--- config.mk ---
export PLATFORM = sky130hd
export DESIGN_NAME = eth_dma_status_flags
export DESIGN_NICKNAME = d
export VERILOG_FILES = /design/src/logic/dma_flags_pkg.sv /design/src/logic/eth_dma_status_flags.sv /design/src/logic/sticky_flag_bank.sv /design/src/logic/ahb_reg_slave.sv
export SDC_FILE = /design/constraint.sdc
export NUM_CORES = 1
export LEC_CHECK = 0
export ABC_AREA = 0
export ABC_CLOCK_PERIOD_IN_PS = 2800
export BUFFER_PORTS_ARGS = -buffer_cell sky130_fd_sc_hd__buf_2
export CAP_MARGIN = 20
export CELL_PAD_IN_SITES_DETAIL_PLACEMENT = 1
export CELL_PAD_IN_SITES_GLOBAL_PLACEMENT = 1
export CORE_MARGIN = 4
export CORE_UTILIZATION = 33
export DETAILED_ROUTE_END_ITERATION = 10
export PLACE_DENSITY_LB_ADDON = 0.1
export SYNTH_ARGS = -nofsm -noshare
export SYNTH_HDL_FRONTEND = slang
export SYNTH_SLANG_ARGS = --single-unit
--- constraint.sdc ---
create_clock -name hclk -period 2.8 [get_ports hclk]
set_clock_uncertainty 0.15 [all_clocks]
set_input_delay 0.42 -clock hclk [delete_from_list [all_inputs] [get_ports hclk]]
set_output_delay 0.42 -clock hclk [all_outputs]
set_load 0.01 [all_outputs]
--- src/logic/dma_flags_pkg.sv ---
// Shared constants and carriers for the DMA event status block
//
// Behaviour
// [RULE1] Early receive set on first buffer, cleared by done
// [RULE2] Bus error response sets fatal flag, keeps type
// [RULE3] Erroring engine direction halts all operations
// [RULE4] Early transmit set once frame fully queued
// [RULE5] Receive watchdog flag on frame over 2048 bytes
// [RULE6] Receive stopped flag while receiver is stopped
// [RULE7] Unowned receive descriptor: flag and suspend receiver
// [RULE8] Receive done flag when frame reception ends
// [RULE9] Transmit underflow: flag and suspend transmitter
// [RULE10] Receive overflow flag, descriptor overflow if partial
// [RULE11] Jabber: flag, abort, stop, descriptor jabber bit
// [RULE12] Unowned transmit descriptor: flag and suspend transmitter
// [RULE13] Transmit stopped flag while transmitter is stopped
// [RULE14] Transmit done only with last segment and request
// [RULE15] Software clears summary sources by writing one
// [RULE16] Software keeps reserved bits 12:11 at reset
// [RULE17] Normal summary ORs enabled normal flags
// [RULE18] Abnormal summary ORs enabled abnormal flags
// [RULE19] Flags stay set until written one; zero ignored
package dma_flags_pkg;
   // ----------------------------------------
   // Register offsets (byte addresses)
   // ----------------------------------------
   localparam logic [7:0] OFS_STATUS = 8'h00;
   localparam logic [7:0] OFS_CLEAR  = 8'h04;
   localparam logic [7:0] OFS_ENABLE = 8'h08;
   localparam logic [7:0] OFS_CTRL   = 8'h0C;
   localparam int         ADDR_W     = 8;

   // ----------------------------------------
   // Status field positions
   // ----------------------------------------
   localparam int FLAG_W   = 15;
   localparam int B_TXC    = 0;
   localparam int B_TXS    = 1;
   localparam int B_TXB    = 2;
   localparam int B_JAB    = 3;
   localparam int B_ROV    = 4;
   localparam int B_TUF    = 5;
   localparam int B_RXC    = 6;
   localparam int B_RXB    = 7;
   localparam int B_RXS    = 8;
   localparam int B_WDG    = 9;
   localparam int B_ETX    = 10;
   localparam int B_FTL    = 13;
   localparam int B_ERX    = 14;
   localparam int B_NS     = 15;
   localparam int B_AS     = 16;
   localparam int B_ETYPE  = 23;
   localparam int ETYPE_W  = 3;
   localparam int B_TX_RES = 0;
   localparam int B_RX_RES = 1;

   localparam logic [FLAG_W-1:0] FLAG_MASK     = 15'h67FF;
   localparam logic [FLAG_W-1:0] NORMAL_MASK   = 15'h4045;
   localparam logic [FLAG_W-1:0] ABNORMAL_MASK = 15'h01BA;
   localparam logic [FLAG_W-1:0] FLAG_RESET    = 15'h0000;
   localparam logic [31:0]       WORD_ZERO     = 32'h0000_0000;

   // Watchdog limit and frame length counter width
   localparam int WDG_LIMIT_BYTES = 2048;
   localparam int LEN_W           = 16;

   // Engine states, one-hot
   typedef enum logic [3:0] {
      ENG_RUN  = 4'b0001,
      ENG_SUSP = 4'b0010,
      ENG_STOP = 4'b0100,
      ENG_HALT = 4'b1000
   } eng_e;

   typedef struct packed {
      logic             first_buf_filled;
      logic             frame_done;
      logic [LEN_W-1:0] frame_bytes;
      logic             desc_fetched;
      logic             desc_owned_by_engine;
      logic             overflow;
      logic             part_in_memory;
      logic             in_stop_state;
   } rx_evt_s;

   typedef struct packed {
      logic frame_queued;
      logic underflow;
      logic jabber_expired;
      logic desc_fetched;
      logic desc_owned_by_engine;
      logic in_stop_state;
      logic frame_end;
      logic last_segment_bit;
      logic completion_irq_request;
   } tx_evt_s;

   typedef struct packed {
      logic               resp;
      logic               on_rx;
      logic [ETYPE_W-1:0] etype;
   } bus_err_s;
endpackage

--- src/logic/eth_dma_status_flags.sv ---
// DMA event status flags, summaries, engine states and register file
`timescale 1ns/1ps
`default_nettype none
module eth_dma_status_flags #(
   parameter int WDG_LIMIT = dma_flags_pkg::WDG_LIMIT_BYTES
) (
   // Clock and reset
   input  wire logic                        hclk,
   input  wire logic                        hresetn,
   // AHB-Lite register bus
   input  wire logic                        hsel,
   input  wire logic [31:0]                 haddr,
   input  wire logic [1:0]                  htrans,
   input  wire logic                        hwrite,
   input  wire logic [2:0]                  hsize,
   input  wire logic [31:0]                 hwdata,
   input  wire logic                        hready,
   output logic                             hreadyout,
   output logic                             hresp,
   output logic      [31:0]                 hrdata,
   // Engine events
   input  wire dma_flags_pkg::rx_evt_s      rx_evt,
   input  wire dma_flags_pkg::tx_evt_s      tx_evt,
   input  wire dma_flags_pkg::bus_err_s     bus_err,
   // Engine control
   output dma_flags_pkg::eng_e              tx_state,
   output dma_flags_pkg::eng_e              rx_state,
   output logic                             tx_abort,
   output logic                             tx_desc_jabber_set,
   output logic                             rx_desc_overflow_set,
   // Summaries and interrupt
   output logic                             normal_summary_bit,
   output logic                             abnormal_summary_bit,
   output logic [dma_flags_pkg::ETYPE_W-1:0] bus_error_type,
   output logic                             irq
);
   localparam int FW = dma_flags_pkg::FLAG_W;
   localparam int AW = dma_flags_pkg::ADDR_W;
   localparam logic [dma_flags_pkg::LEN_W-1:0] LIMIT = WDG_LIMIT[dma_flags_pkg::LEN_W-1:0];

   // Refuse a limit the length counter cannot hold
   if (WDG_LIMIT < 1 || WDG_LIMIT >= (1 << dma_flags_pkg::LEN_W)) begin : g_bad_limit
      $error("WDG_LIMIT does not fit the frame length width");
   end

   // ----------------------------------------
   // Declarations
   // ----------------------------------------
   logic [FW-1:0]       flags;
   logic [FW-1:0]       flag_set;
   logic [FW-1:0]       flag_clr;
   logic [FW-1:0]       dma_irq_enable_mask_r;
   logic                ns_r;
   logic                as_r;
   logic                irq_r;
   logic [dma_flags_pkg::ETYPE_W-1:0] etype_r;
   dma_flags_pkg::eng_e tx_state_r;
   dma_flags_pkg::eng_e rx_state_r;
   dma_flags_pkg::eng_e tx_state_nxt;
   dma_flags_pkg::eng_e rx_state_nxt;
   logic                tx_abort_r;
   logic                tx_jab_desc_r;
   logic                rx_ovf_desc_r;
   logic                wr_en;
   logic [AW-1:0]       wr_addr;
   logic [31:0]         wr_data;
   logic [AW-1:0]       rd_addr;
   logic [31:0]         rd_word;

   // ----------------------------------------
   // Bus front end
   // ----------------------------------------
   ahb_reg_slave #(
      .AW (AW)
   ) u_slave (
      .hclk      (hclk),
      .hresetn   (hresetn),
      .hsel      (hsel),
      .haddr     (haddr),
      .htrans    (htrans),
      .hwrite    (hwrite),
      .hsize     (hsize),
      .hwdata    (hwdata),
      .hready    (hready),
      .hreadyout (hreadyout),
      .hresp     (hresp),
      .hrdata    (hrdata),
      .wr_en     (wr_en),
      .wr_addr   (wr_addr),
      .wr_data   (wr_data),
      .rd_addr   (rd_addr),
      .rd_word   (rd_word)
   );

   // ----------------------------------------
   // Write decode
   // ----------------------------------------
   wire logic wr_status = wr_en & (wr_addr == dma_flags_pkg::OFS_STATUS);
   wire logic wr_clear  = wr_en & (wr_addr == dma_flags_pkg::OFS_CLEAR);
   wire logic wr_enable = wr_en & (wr_addr == dma_flags_pkg::OFS_ENABLE);
   wire logic wr_ctrl   = wr_en & (wr_addr == dma_flags_pkg::OFS_CTRL);
   // Reserved bits are masked out, so stray ones there do nothing
   wire logic [FW-1:0] wdata_flags = wr_data[FW-1:0] & dma_flags_pkg::FLAG_MASK; // [RULE16]
   wire logic tx_resume = wr_ctrl & wr_data[dma_flags_pkg::B_TX_RES];
   wire logic rx_resume = wr_ctrl & wr_data[dma_flags_pkg::B_RX_RES];

   // ----------------------------------------
   // Event decode
   // ----------------------------------------
   wire logic rxb_evt = rx_evt.desc_fetched & ~rx_evt.desc_owned_by_engine;
   wire logic txb_evt = tx_evt.desc_fetched & ~tx_evt.desc_owned_by_engine;
   wire logic txc_evt = tx_evt.frame_end & tx_evt.last_segment_bit
                        & tx_evt.completion_irq_request; // [RULE14]
   wire logic wdg_evt = rx_evt.frame_done & (rx_evt.frame_bytes > LIMIT); // [RULE5]
   wire logic tx_err  = bus_err.resp & ~bus_err.on_rx;
   wire logic rx_err  = bus_err.resp & bus_err.on_rx;

   // Set vector, one term per flag
   always_comb begin
      flag_set = '0;
      flag_set[dma_flags_pkg::B_TXC] = txc_evt;               // [RULE14]
      // Our own stop after jabber counts as a stopped transmitter too
      flag_set[dma_flags_pkg::B_TXS] = tx_evt.in_stop_state   // [RULE13]
                                       | (tx_state_r == dma_flags_pkg::ENG_STOP);
      flag_set[dma_flags_pkg::B_TXB] = txb_evt;               // [RULE12]
      flag_set[dma_flags_pkg::B_JAB] = tx_evt.jabber_expired; // [RULE11]
      flag_set[dma_flags_pkg::B_ROV] = rx_evt.overflow;       // [RULE10]
      flag_set[dma_flags_pkg::B_TUF] = tx_evt.underflow;      // [RULE9]
      flag_set[dma_flags_pkg::B_RXC] = rx_evt.frame_done;     // [RULE8]
      flag_set[dma_flags_pkg::B_RXB] = rxb_evt;               // [RULE7]
      flag_set[dma_flags_pkg::B_RXS] = rx_evt.in_stop_state;  // [RULE6]
      flag_set[dma_flags_pkg::B_WDG] = wdg_evt;               // [RULE5]
      flag_set[dma_flags_pkg::B_ETX] = tx_evt.frame_queued;   // [RULE4]
      flag_set[dma_flags_pkg::B_FTL] = bus_err.resp;          // [RULE2]
      // Completion in the same cycle wins, so early receive stays clear
      flag_set[dma_flags_pkg::B_ERX] = rx_evt.first_buf_filled & ~rx_evt.frame_done; // [RULE1]
   end

   // Clear vector: write one to status or clear register
   always_comb begin
      flag_clr = '0;
      if (wr_status || wr_clear) begin
         flag_clr = wdata_flags; // [RULE15] [RULE19]
      end
      flag_clr[dma_flags_pkg::B_ERX] = flag_clr[dma_flags_pkg::B_ERX]
                                       | rx_evt.frame_done; // [RULE1]
   end

   // ----------------------------------------
   // Sticky flags
   // ----------------------------------------
   sticky_flag_bank #(
      .W (FW)
   ) u_flags (
      .hclk    (hclk),
      .hresetn (hresetn),
      .set     (flag_set),
      .clr     (flag_clr),
      .q_r     (flags)
   );

   // ----------------------------------------
   // Engine states
   // ----------------------------------------
   // Halt outranks stop, stop outranks suspend, resume is weakest
   always_comb begin
      tx_state_nxt = tx_state_r;
      if (tx_err) begin
         tx_state_nxt = dma_flags_pkg::ENG_HALT; // [RULE3]
      end else if (tx_evt.jabber_expired) begin
         tx_state_nxt = dma_flags_pkg::ENG_STOP; // [RULE11]
      end else if (tx_evt.underflow || txb_evt) begin
         tx_state_nxt = dma_flags_pkg::ENG_SUSP; // [RULE9] [RULE12]
      end else if (tx_resume) begin
         tx_state_nxt = dma_flags_pkg::ENG_RUN;
      end
   end

   always_comb begin
      rx_state_nxt = rx_state_r;
      if (rx_err) begin
         rx_state_nxt = dma_flags_pkg::ENG_HALT; // [RULE3]
      end else if (rxb_evt && rx_state_r != dma_flags_pkg::ENG_HALT) begin
         rx_state_nxt = dma_flags_pkg::ENG_SUSP; // [RULE7]
      end else if (rx_resume) begin
         rx_state_nxt = dma_flags_pkg::ENG_RUN;
      end
   end

   // A halted transmitter only leaves halt on resume
   always_ff @(posedge hclk or negedge hresetn) begin
      if (!hresetn) begin
         tx_state_r <= dma_flags_pkg::ENG_RUN;
         rx_state_r <= dma_flags_pkg::ENG_RUN;
      end else begin
         tx_state_r <= (tx_state_r == dma_flags_pkg::ENG_HALT && !tx_resume)
                       ? dma_flags_pkg::ENG_HALT : tx_state_nxt;
         rx_state_r <= rx_state_nxt;
      end
   end

   // Descriptor write-back strobes and abort, one cycle each
   always_ff @(posedge hclk or negedge hresetn) begin
      if (!hresetn) begin
         tx_abort_r    <= 1'b0;
         tx_jab_desc_r <= 1'b0;
         rx_ovf_desc_r <= 1'b0;
      end else begin
         tx_abort_r    <= tx_evt.jabber_expired; // [RULE11]
         tx_jab_desc_r <= tx_evt.jabber_expired; // [RULE11]
         rx_ovf_desc_r <= rx_evt.overflow & rx_evt.part_in_memory; // [RULE10]
      end
   end

   // ----------------------------------------
   // Enable mask, error type, summaries
   // ----------------------------------------
   wire logic [FW-1:0] enabled = flags & dma_irq_enable_mask_r;

   // Summaries lag the flags by one cycle to come from flip-flops
   always_ff @(posedge hclk or negedge hresetn) begin
      if (!hresetn) begin
         dma_irq_enable_mask_r <= dma_flags_pkg::FLAG_RESET;
         etype_r               <= '0;
         ns_r                  <= 1'b0;
         as_r                  <= 1'b0;
         irq_r                 <= 1'b0;
      end else begin
         if (wr_enable) begin
            dma_irq_enable_mask_r <= wdata_flags;
         end
         if (bus_err.resp) begin
            etype_r <= bus_err.etype; // [RULE2]
         end
         ns_r  <= |(enabled & dma_flags_pkg::NORMAL_MASK);   // [RULE17]
         as_r  <= |(enabled & dma_flags_pkg::ABNORMAL_MASK); // [RULE18]
         irq_r <= |enabled;
      end
   end

   // ----------------------------------------
   // Read mux
   // ----------------------------------------
   wire logic [31:0] status_word = 32'(flags)
      | (32'(ns_r) << dma_flags_pkg::B_NS)
      | (32'(as_r) << dma_flags_pkg::B_AS)
      | (32'(etype_r) << dma_flags_pkg::B_ETYPE);
   assign rd_word = (rd_addr == dma_flags_pkg::OFS_STATUS) ? status_word
                  : (rd_addr == dma_flags_pkg::OFS_ENABLE) ? 32'(dma_irq_enable_mask_r)
                  : dma_flags_pkg::WORD_ZERO;

   // Outputs
   assign tx_state             = tx_state_r;
   assign rx_state             = rx_state_r;
   assign tx_abort             = tx_abort_r;
   assign tx_desc_jabber_set   = tx_jab_desc_r;
   assign rx_desc_overflow_set = rx_ovf_desc_r;
   assign normal_summary_bit   = ns_r;
   assign abnormal_summary_bit = as_r;
   assign bus_error_type       = etype_r;
   assign irq                  = irq_r;
endmodule
`default_nettype wire

--- src/logic/sticky_flag_bank.sv ---
// Bank of sticky event flags, set wins over clear
`timescale 1ns/1ps
`default_nettype none
module sticky_flag_bank #(
   parameter int W = 15
) (
   // Clock and reset
   input  wire logic         hclk,
   input  wire logic         hresetn,
   // Per-bit set and clear
   input  wire logic [W-1:0] set,
   input  wire logic [W-1:0] clr,
   // Flags
   output logic      [W-1:0] q_r
);
   // ----------------------------------------
   // One flip-flop per flag
   // ----------------------------------------
   for (genvar i = 0; i < W; i++) begin : g_bit
      // Hardware event beats a simultaneous clear
      always_ff @(posedge hclk or negedge hresetn) begin
         if (!hresetn) begin
            q_r[i] <= 1'b0;
         end else if (set[i]) begin
            q_r[i] <= 1'b1;
         end else if (clr[i]) begin
            q_r[i] <= 1'b0;
         end
      end
   end
endmodule
`default_nettype wire

--- src/logic/ahb_reg_slave.sv ---
// AHB-Lite slave front end: zero-wait, registered read data
`timescale 1ns/1ps
`default_nettype none
module ahb_reg_slave #(
   parameter int AW = 8
) (
   // Clock and reset
   input  wire logic          hclk,
   input  wire logic          hresetn,
   // AHB-Lite
   input  wire logic          hsel,
   input  wire logic [31:0]   haddr,
   input  wire logic [1:0]    htrans,
   input  wire logic          hwrite,
   input  wire logic [2:0]    hsize,
   input  wire logic [31:0]   hwdata,
   input  wire logic          hready,
   output logic               hreadyout,
   output logic               hresp,
   output logic      [31:0]   hrdata,
   // Register side
   output logic               wr_en,
   output logic      [AW-1:0] wr_addr,
   output logic      [31:0]   wr_data,
   output logic      [AW-1:0] rd_addr,
   input  wire logic [31:0]   rd_word
);
   logic          wr_pend_r;
   logic [AW-1:0] wr_addr_r;
   logic [31:0]   hrdata_r;

   // ----------------------------------------
   // Address phase decode
   // ----------------------------------------
   // Only whole-word accesses touch registers; others answer OKAY
   wire logic take = hsel & htrans[1] & hready & (hsize == 3'h2);
   assign rd_addr   = haddr[AW-1:0];
   assign wr_en     = wr_pend_r;
   assign wr_addr   = wr_addr_r;
   assign wr_data   = hwdata;
   assign hreadyout = 1'b1;
   assign hresp     = 1'b0;
   assign hrdata    = hrdata_r;

   // Capture write target, sample read word at the address phase
   always_ff @(posedge hclk or negedge hresetn) begin
      if (!hresetn) begin
         wr_pend_r <= 1'b0;
         wr_addr_r <= '0;
         hrdata_r  <= 32'h0000_0000;
      end else begin
         wr_pend_r <= take & hwrite;
         wr_addr_r <= haddr[AW-1:0];
         if (take && !hwrite) begin
            hrdata_r <= rd_word;
         end
      end
   end
endmodule
`default_nettype wire

==> results.sh, run 1 <==
export IMPL_total_power_w=0.00220
export IMPL_core_um2=8810
export IMPL_post_cts_buffers=0
export IMPL_synth_edf_count=0
export IMPL_ff_latch_area_um2=1700
export IMPL_cts_sinks=68
export IMPL_slew_headroom_pct=42.4
export IMPL_whs_ns=0.0500
export IMPL_multiInputGateArea_um2=1180
export IMPL_met3_length_um=400
export IMPL_wl_met2_um=3940
export IMPL_rsz0062_at_grt="no"
export IMPL_root_buffer="clkbuf_8"
export IMPL_grt_pass1_wl_um=12600
export IMPL_crit_fanout=13
export IMPL_path_clk_slew_ns=0.07
export IMPL_slew_viol_final=0
export IMPL_num_rows=34
export IMPL_p_sw_share_pct=23.4
export IMPL_pwr_share_seq_pct=46.9
export IMPL_ys_seq_area_share_pct=56.8
export IMPL_dp_hpwl_um=5760
export IMPL_top_layer="met4"
export IMPL_synth_common_cells="dfrtp_1, buf_4, o2bb2ai_1"
export IMPL_required_ns=2.87
export IMPL_pin_count=162
export IMPL_synth_cell_type_count=47
export IMPL_drc=0
export IMPL_diodes=0
export IMPL_die_h_um=103
export IMPL_synth_area_top_cells="dfrtp_1, mux2_2, o2bb2ai_1, buf_4, mux2i_1"
export IMPL_ir_drop_uv=300
export IMPL_die_x_um=103
export IMPL_p_leak_nw=1.85
export IMPL_hold_viol=0
export IMPL_initial_utilization_pct=34.1
export IMPL_cap_violations=0
export IMPL_cellPowerDensity_nw_per_um2=575
export IMPL_post_synth_cell_area_avg_um2=12.4
export IMPL_path_class="reg -> reg"
export IMPL_drt_iter0_drc=43
export IMPL_postSynthCellCount=242
export IMPL_vias_per_cell=5.06
export IMPL_gp_congestion=0.748
export IMPL_synth_area_um2=3000
export IMPL_wl_met1_um=3540
export IMPL_timing_fmax_ghz=0.464
export IMPL_crit_arrival_ns=2.23
export IMPL_cts_resized=0
export IMPL_ys_warnings_count=0
export IMPL_antenna_found_initial=0
export IMPL_areaGrowthSynthToFinish_pct=27.5
export IMPL_grt_max_degree=69
export IMPL_netSwitchingPower_w=0.000514
export IMPL_fillers=983
export IMPL_synth_most_common_cell="dfrtp_1"
export IMPL_cts_tree="built"
export IMPL_die_area_um2=10700
export IMPL_p_int_w=0.00169
export IMPL_min_path_type="in -> reg"
export IMPL_status="complete, no violations"
export IMPL_p_clk_share_pct=44.1
export IMPL_clock_latency_ns=0.34
export IMPL_layout_nets=458
export IMPL_synth_top_area_share_pct=55.0
export IMPL_async_reset_ff_share_pct=100
export IMPL_wire_per_inst_um=17.3
export IMPL_drtPass1Iterations=4
export IMPL_period_needed_ns=2.16
export IMPL_drive_gt1_share_pct=41.2
export IMPL_design_area_um2=3830
export IMPL_end_kind="flop"
export IMPL_vias=2326
export IMPL_setup_viol=0
export IMPL_cts_made_buffers=9
export IMPL_grt_overflow=0
export IMPL_tns_ns=0
export IMPL_track_usage_pct=15.8
export IMPL_ys_ff_latch=68
export IMPL_io_buffers=100
export IMPL_drtAntennaViolNets=0
export IMPL_wl_um=7980
export IMPL_tightest_slew_ns=0.864
export IMPL_place_area_um2=3580
export IMPL_htree_num_levels=3
export IMPL_clockBufferDepth=2
export IMPL_power_share_combinational_pct=9.0
export IMPL_yosysTopAreaCell="dfrtp_1"
export IMPL_post_route_period_util_pct=77.0
export IMPL_startpoint_type="flop"
export IMPL_grt_pass1_vias=2477
export IMPL_synthFlopType="dfrtp_1"
-- critical path, stage by stage, from the launching register on --
cell and delay (ns):
dfrtp_1 0.39, or4_1 0.68, nor3_4 0.20, buf_4 0.26, mux2_2 0.36
-- kinds of logic after synthesis --
logic type	count (synthesis)	share of synthesized area (%)
and+or+nand+nor	64	13.3
AOI/OAI and AO/OA	50	13.2
DFF	68	56.7
other	2	0.250
buffers and inverters	29	6.21
muxes	29	10.3
-- layout by cell type (no fill, tap or decap), drive strengths merged, types with 9 or more instances in the layout --
master and instances:
dfrtp 66, mux2i 13, o2bb2ai 18, nand3 12, nand2b 9, clkbuf 9, conb 17, a21o 9
buf 105, mux2 16
-- per-layer routing --
metal | up-vias | track usage, %
met1 | 1175 | 20.5
li1 | 1083 | -
met4 | 0 | 5.68
met3 | 8 | 4.16
met2 | 60 | 25.4
met5 | - | 0
-- power by group through the flow --
stage	Combinational [W]	Sequential, W	Clock [W]
3_5_place_dp	0.000201	0.00105	0
6_report	0.000198	0.00103	0.000970
2_1_floorplan	0.0000929	0.00106	0
5_1_grt	0.000223	0.00104	0.00105
3_3_place_gp	0.000197	0.00105	0
4_1_cts	0.000202	0.00103	0.000996
-- per-stage QoR --
| stage | utilization (%) | setup slack, ns | cells |
|---|---|---|---|
| global placement | 40.6 | 0.661 | 443 |
| CTS | 43.5 | 0.631 | 460 |
| detailed placement | 40.6 | 0.636 | 443 |
| global route | 43.5 | 0.575 | 460 |
| finish | 43.5 | 0.644 | 460 |
| floorplan | - | 0.796 | 257 |
-- path summary, 6_finish.rpt --
check,slack (ns),depth (start not counted),from,end
max reg2reg,0.64,4,u_slave.wr_addr[5]$_DFF_PN0_,dma_irq_enable_mask_r[0]$_DFFE_PN0P_
max in group asynchronous,1.68,3,hresetn,tx_state[0]$_DFFE_PN1P_
min,0.05,1,haddr[7],u_slave.wr_addr[7]$_DFF_PN0_
min reg2reg,0.34,1,u_slave.hrdata[9]$_DFFE_PN0P_,u_slave.hrdata[9]$_DFFE_PN0P_
min in group asynchronous,0.49,3,hresetn,u_slave.hrdata[9]$_DFFE_PN0P_
max,0.64,4,u_slave.wr_addr[5]$_DFF_PN0_,dma_irq_enable_mask_r[0]$_DFFE_PN0P_
-- state kept, by name, indices dropped and copies added (netlist names), 3 cells and up --
register / cells
bus_error_type: 3
dma_irq_enable_mask_r: 13
rx_state: 3
tx_state: 4
u_flags.q_r: 13
u_slave.hrdata: 18
u_slave.wr_addr: 8
-- final cells by class --
| cell class | count | area share [%] |
|---|---|---|
| repair buffers | 106 | 14.6 |
| flip-flops and latches | 68 | 44.5 |
| multi-input cells | 160 | 30.9 |
| clock inverters | 7 | 3.01 |
| inverters | 2 | 0.196 |
| clock buffers | 9 | 3.24 |
| well taps | 108 | 3.53 |
-- timing repair --
| item | in CTS | in global routing |
|---|---|---|
| endpoints found under the hold margin | 66 | 0 |
| setup endpoints to repair | 0 | 0 |
| hold buffers | 1 | 0 |
No activity file was read; power rests on OpenSTA's default activity.
==> run 2: changes to the inputs <==
--- a/config.mk
+++ b/config.mk
@@ -6,7 +6,7 @@
 export NUM_CORES = 1
 export LEC_CHECK = 0
 export ABC_AREA = 0
-export ABC_CLOCK_PERIOD_IN_PS = 2800
+export ABC_CLOCK_PERIOD_IN_PS = 2000
 export BUFFER_PORTS_ARGS = -buffer_cell sky130_fd_sc_hd__buf_2
 export CAP_MARGIN = 20
 export CELL_PAD_IN_SITES_DETAIL_PLACEMENT = 1
==> constraint.sdc (replaced) <==
create_clock -name hclk -period 2 [get_ports hclk]
set_clock_uncertainty 0.15 [all_clocks]
set_input_delay 0.3 -clock hclk [delete_from_list [all_inputs] [get_ports hclk]]
set_output_delay 0.3 -clock hclk [all_outputs]
set_load 0.01 [all_outputs]
==> run 2 against run 1 <==
Effect of this change: sequential share of layout area shrank 1.7 points; fmax up 10%; register-to-register slack got worse by 0.60 ns; hold slack worse by 0.033 ns; routed wire length increased by 4.2%; clock power increased by 20%; global-route usage grew 1.1 points; utilization grew 1.7 points; non-clock buffer count is 14 higher.
==> results.sh, run 2 (synthesized netlist as in run 1, its figures left out) <==
export IMPL_status="complete, no violations"
export IMPL_vias_per_cell=5.02
export IMPL_cp_depth=4
export IMPL_cts_made_buffers=9
export IMPL_grt_pass1_vias=2532
export IMPL_grt_max_degree=25
export IMPL_cpLargestDelayFamily="simple AND/OR/NAND/NOR gates"
export IMPL_crit_fanout=13
export IMPL_die_h_um=103
export IMPL_path_clk_slew_ns=0.07
export IMPL_cts_tree="built"
export IMPL_io_buffers=100
export IMPL_cts_sinks=68
export IMPL_drc=0
export IMPL_timing_fmax_ghz=0.510
export IMPL_fin_util_pct=45.1
export IMPL_final_cell_mix="buf_2, dfrtp_1, o2bb2ai_1, conb_1, mux2_2"
export IMPL_tightest_slew_ns=0.581
export IMPL_grt_overflow=0
export IMPL_end_kind="flop"
export IMPL_diodes=0
export IMPL_cpMaxStageDelayCell="or4_4"
export IMPL_p_leak_nw=1.91
export IMPL_startpoint_type="flop"
export IMPL_die_area_um2=10700
export IMPL_cellPowerDensity_nw_per_um2=730
export IMPL_num_rows=34
export IMPL_vias=2378
export IMPL_cp_cell_sequence="or4_4 -> nor3_4 -> buf_12 -> mux2_2"
export IMPL_crit_arrival_ns=2.03
export IMPL_final_cells=474
export IMPL_cap_violations=0
export IMPL_pin_count=162
export IMPL_initial_utilization_pct=34.1
export IMPL_htree_num_levels=3
export IMPL_final_common_cell="buf_2"
export IMPL_slowest_delay_ns=0.56
export IMPL_path_class="reg -> reg"
export IMPL_drtAntennaViolNets=0
export IMPL_slew_headroom_pct=61.3
export IMPL_setup_viol=0
export IMPL_drive_gt1_share_pct=40.7
export IMPL_clockBufferDepth=2
export IMPL_antenna_found_initial=0
export IMPL_wire_per_inst_um=17.5
export IMPL_min_delay_path_depth=2
export IMPL_root_buffer="clkbuf_8"
export IMPL_drtPass1Iterations=4
export IMPL_dpl_cell_count=447
export IMPL_post_route_period_util_pct=98.0
export IMPL_period_needed_ns=1.96
export IMPL_fillers=988
export IMPL_largest_reg_flops=18
export IMPL_min_path_type="in -> reg"
export IMPL_core_um2=8810
export IMPL_hold_viol=0
export IMPL_areaGrowthSynthToFinish_pct=32.4
export IMPL_die_x_um=103
export IMPL_dp_hpwl_um=6030
export IMPL_rsz0062_at_grt="yes"
export IMPL_wl_um=8310
export IMPL_gp_congestion=0.726
export IMPL_grt_pass1_wl_um=13600
export IMPL_reg2reg_depth=4
export IMPL_whs_ns=0.0165
export IMPL_drt_iter0_drc=75
export IMPL_clock_latency_ns=0.33
export IMPL_slew_viol_final=0
export IMPL_ir_drop_uv=318
export IMPL_layout_nets=472
export IMPL_track_usage_pct=16.9
export IMPL_path_buf_inv=1
export IMPL_required_ns=2.07
run 2: cell count changes in the layout (fill, tap and decap cells not counted), moves of 2 or more:
cell           delta
dlygate4sd3_1    +10
buf_12            +4
bufinv_16         -2
clkbuf_8          +2
run 2: worst reg2reg max path, stage by stage, from the launching register on:
cell,delay [ns]
dfrtp_1,0.40
or4_4,0.56
nor3_4,0.22
buf_12,0.18
mux2_2,0.34
run 2: per-layer routing:
layer	share of wire [%]	global-route usage, %
met3	4.7	3.82
met1	45	22.6
met4	1.3	5.98
met2	49	26.9
met5	0	0
run 2: worst paths after layout:
path | startpoint | slack (ns) | to
max | u_slave.wr_addr[5]$_DFF_PN0_ | 0.04 | dma_irq_enable_mask_r[3]$_DFFE_PN0P_
min | rx_evt[0] | 0.02 | u_flags.q_r[8]$_DFFE_PN0P_
max reg2reg | u_slave.wr_addr[5]$_DFF_PN0_ | 0.04 | dma_irq_enable_mask_r[3]$_DFFE_PN0P_
min reg2reg | u_slave.hrdata[16]$_DFFE_PN0P_ | 0.34 | u_slave.hrdata[16]$_DFFE_PN0P_
max in group asynchronous | hresetn | 0.73 | rx_state[0]$_DFFE_PN1P_
min in group asynchronous | hresetn | 0.35 | u_slave.hrdata[10]$_DFFE_PN0P_
run 2: layout make-up:
type / instances / area, um^2 / area share (%)
clock buffers: 12 / 155 / 3.90
clock inverters: 4 / 47.5 / 1.20
inverters: 2 / 7.51 / 0.189
multi-input cells: 160 / 1180 / 29.8
flip-flops and latches: 68 / 1700 / 42.9
well taps: 108 / 135 / 3.40
repair buffers: 120 / 741 / 18.6
run 2: stage by stage:
step	TNS (ns)	setup WS, ns	cell area (um^2)	power [W]
floorplan	-0.0378	-0.00378	3060	0.00161
global placement	0	0.0188	3660	0.00175
detailed placement	-0.000790	-0.000790	3660	0.00176
CTS	0	0.0304	3980	0.00294
global route	-0.0769	-0.0150	3980	0.00305
finish	0	0.0397	3980	0.00290
run 2: what timing repair did:
item / in CTS / in global routing
hold buffers: 11 / 0
endpoints found under the setup margin: 13 / 9
setup buffers: 0 / 0
hold endpoints to repair: 30 / 0
gates resized for setup: 1 / 0
run 2: power breakdown:
group | switching [W] | internal [W]
combinational | 0.000156 | 0.000143
clock | 0.000518 | 0.000641
sequential | 0.0000313 | 0.00141
total | 0.000706 | 0.00220
==> run 3: changes to the inputs <==
--- a/config.mk
+++ b/config.mk
@@ -6,14 +6,15 @@
 export NUM_CORES = 1
 export LEC_CHECK = 0
 export ABC_AREA = 0
-export ABC_CLOCK_PERIOD_IN_PS = 2000
-export BUFFER_PORTS_ARGS = -buffer_cell sky130_fd_sc_hd__buf_2
+export ABC_CLOCK_PERIOD_IN_PS = 2240
 export CAP_MARGIN = 20
 export CELL_PAD_IN_SITES_DETAIL_PLACEMENT = 1
 export CELL_PAD_IN_SITES_GLOBAL_PLACEMENT = 1
 export CORE_MARGIN = 4
-export CORE_UTILIZATION = 33
+export CORE_UTILIZATION = 46
 export DETAILED_ROUTE_END_ITERATION = 10
+export DONT_BUFFER_PORTS = 1
+export MAX_ROUTING_LAYER = met4
 export PLACE_DENSITY_LB_ADDON = 0.1
 export SYNTH_ARGS = -nofsm -noshare
 export SYNTH_HDL_FRONTEND = slang
==> constraint.sdc (replaced) <==
create_clock -name hclk -period 2.24 [get_ports hclk]
set_clock_uncertainty 0.15 [all_clocks]
set_input_delay 0.336 -clock hclk [delete_from_list [all_inputs] [get_ports hclk]]
set_output_delay 0.336 -clock hclk [all_outputs]
set_load 0.01 [all_outputs]
==> run 3 against run 2 <==
Effect of this change: final cell count decreased by 22%; total power decreased by 9.5%; sequential cell count unchanged; setup slack improved by 0.12 ns; combinational power decreased by 34%; non-clock buffer count decreased by 75; first-iteration DRC count decreased by 25%; design area decreased by 7.6%; global-route usage increased by 6.6 points; critical path type unchanged; largest power group unchanged.
==> results.sh, run 3 (synthesized netlist as in run 1, its figures left out) <==
export IMPL_grt_busiest_layer="met2"
export IMPL_initial_utilization_pct=47.3
export IMPL_timing_fmax_ghz=0.480
export IMPL_reg2reg_to="u_flags.q_r[14]$_DFFE_PN0P_"
export IMPL_cpMaxStageDelayCell="dlygate4sd3_1"
export IMPL_crit_reg2reg_launch="u_slave.wr_addr[5]$_DFF_PN0_"
export IMPL_areaGrowthSynthToFinish_pct=22.3
export IMPL_htree_num_levels=3
export IMPL_drive_gt1_share_pct=15.5
export IMPL_drt_iter0_drc=56
export IMPL_cpLargestDelayFamily="buffers and inverters"
export IMPL_cp_depth=5
export IMPL_tightest_slew_ns=0.859
export IMPL_slowest_delay_ns=0.56
export IMPL_dp_hpwl_um=5420
export IMPL_reg2reg_depth=5
export IMPL_io_buffers=0
export IMPL_cts_sinks=68
export IMPL_vias_per_cell=5.85
export IMPL_wl_um=8610
export IMPL_grt_overflow=0
export IMPL_met2_usage_pct=38.5
export IMPL_cellPowerDensity_nw_per_um2=715
export IMPL_setup_worst_path_start="u_slave.wr_addr[5]$_DFF_PN0_"
export IMPL_startpoint_type="flop"
export IMPL_total_power_w=0.00263
export IMPL_end_kind="flop"
export IMPL_diodes=0
export IMPL_vias=2153
export IMPL_grtUsageMet1_pct=27.9
export IMPL_setup_viol=0
export IMPL_crit_arrival_ns=2.15
export IMPL_grt_max_degree=69
export IMPL_post_route_period_util_pct=93.0
export IMPL_cts_tree="built"
export IMPL_path_class="reg -> reg"
export IMPL_grt_pass1_wl_um=13300
export IMPL_slew_headroom_pct=42.7
export IMPL_crit_fanout=15
export IMPL_clock_latency_ns=0.34
export IMPL_rsz0062_at_grt="no"
export IMPL_core_um2=6350
export IMPL_use_met3_pct=5.77
export IMPL_pin_count=162
export IMPL_p_leak_nw=1.58
export IMPL_final_common_cell="dfrtp_1"
export IMPL_whs_ns=0.0233
export IMPL_die_x_um=88.8
export IMPL_cp_cell_sequence="nor4_2 -> buf_4 -> and4b_1 -> nor3_1 -> dlygate4sd3_1"
export IMPL_required_ns=2.31
export IMPL_track_usage_pct=23.5
export IMPL_cap_violations=0
export IMPL_final_cell_mix="dfrtp_1, dlygate4sd3_1, o2bb2ai_1, conb_1, mux2_2"
export IMPL_post_cts_buffers=0
export IMPL_grt_pass1_vias=2481
export IMPL_wire_per_inst_um=23.4
export IMPL_hold_viol=0
export IMPL_hp_start="hwdata[10]"
export IMPL_r2r_slack_ns=0.16
export IMPL_ff_latch_area_um2=1700
export IMPL_path_buf_inv=2
export IMPL_drtAntennaViolNets=0
export IMPL_cts_made_buffers=9
export IMPL_multiInputGateArea_um2=1180
export IMPL_tns_ns=0
export IMPL_crit_path_end="u_flags.q_r[14]$_DFFE_PN0P_"
export IMPL_slew_viol_final=0
export IMPL_die_area_um2=7880
export IMPL_num_rows=29
export IMPL_period_needed_ns=2.08
export IMPL_root_buffer="clkbuf_8"
export IMPL_antenna_found_initial=0
export IMPL_die_h_um=88.8
export IMPL_min_delay_path_depth=2
export IMPL_path_clk_slew_ns=0.07
export IMPL_gp_congestion=0.792
export IMPL_fillers=628
export IMPL_clockBufferDepth=2
export IMPL_largest_reg_flops=18
export IMPL_layout_nets=397
export IMPL_status="complete, no violations"
export IMPL_ir_drop_uv=453
export IMPL_min_path_type="in -> reg"
export IMPL_drtPass1Iterations=4
export IMPL_drc=0
[run 3: layout make-up]
class                           count  share of cell area (%)
Clock buffer                       11                    3.85
Multi-Input combinational cell    160                    32.2
Tap cell                           77                    2.62
Inverter                            2                   0.204
Sequential cell                    68                    46.4
Timing Repair Buffer               45                    12.7
Clock inverter                      5                    2.04
[run 3: through the flow]
stage | worst slack [ns] | instances | area (um^2) | util, %
6_report | 0.157 | 368 | 3670 | 57.9
5_1_grt | 0.0975 | 368 | 3670 | 57.9
4_1_cts | 0.182 | 365 | 3640 | 57.4
3_5_place_dp | 0.220 | 312 | 3040 | 47.9
3_3_place_gp | 0.257 | 312 | 3040 | 47.9
2_1_floorplan | 0.236 | 257 | 3060 | -
[run 3: power breakdown]
part / internal (W) / switching (W) / total [W]
sequential: 0.00126 / 0.0000505 / 0.00131
clock: 0.000652 / 0.000467 / 0.00112
combinational: 0.000101 / 0.0000947 / 0.000196
total: 0.00201 / 0.000612 / 0.00263
[run 3: metal layers]
layer / wire length, um / part of all wire (%) / vias up
met5: 0 / 0 / -
met4: 121 / 1.4 / 0
met3: 506 / 5.9 / 12
met2: 4620 / 54 / 74
met1: 3370 / 39 / 1111
li1: - / - / 956
[run 3: worst min-delay path by stage]
| stage | to | slack (ns) |
|---|---|---|
| final | u_flags.q_r[10]$_DFFE_PN0P_ | 0.02 |
| after detailed placement | u_slave.hrdata[4]$_DFFE_PN0P_ | -0.11 |
| after global placement | u_slave.hrdata[4]$_DFFE_PN0P_ | -0.11 |
| after CTS | dma_irq_enable_mask_r[2]$_DFFE_PN0P_ | 0.002 |
| after floorplan | abnormal_summary_bit$_DFF_PN0_ | -0.11 |
| after global routing | u_slave.hrdata[23]$_DFFE_PN0P_ | 0.003 |
[run 3: timing repair]
| item | in CTS | in global routing |
|---|---|---|
| gates resized for setup | 0 | 0 |
| endpoints found under the hold margin | 105 | 3 |
| hold buffers | 37 | 3 |
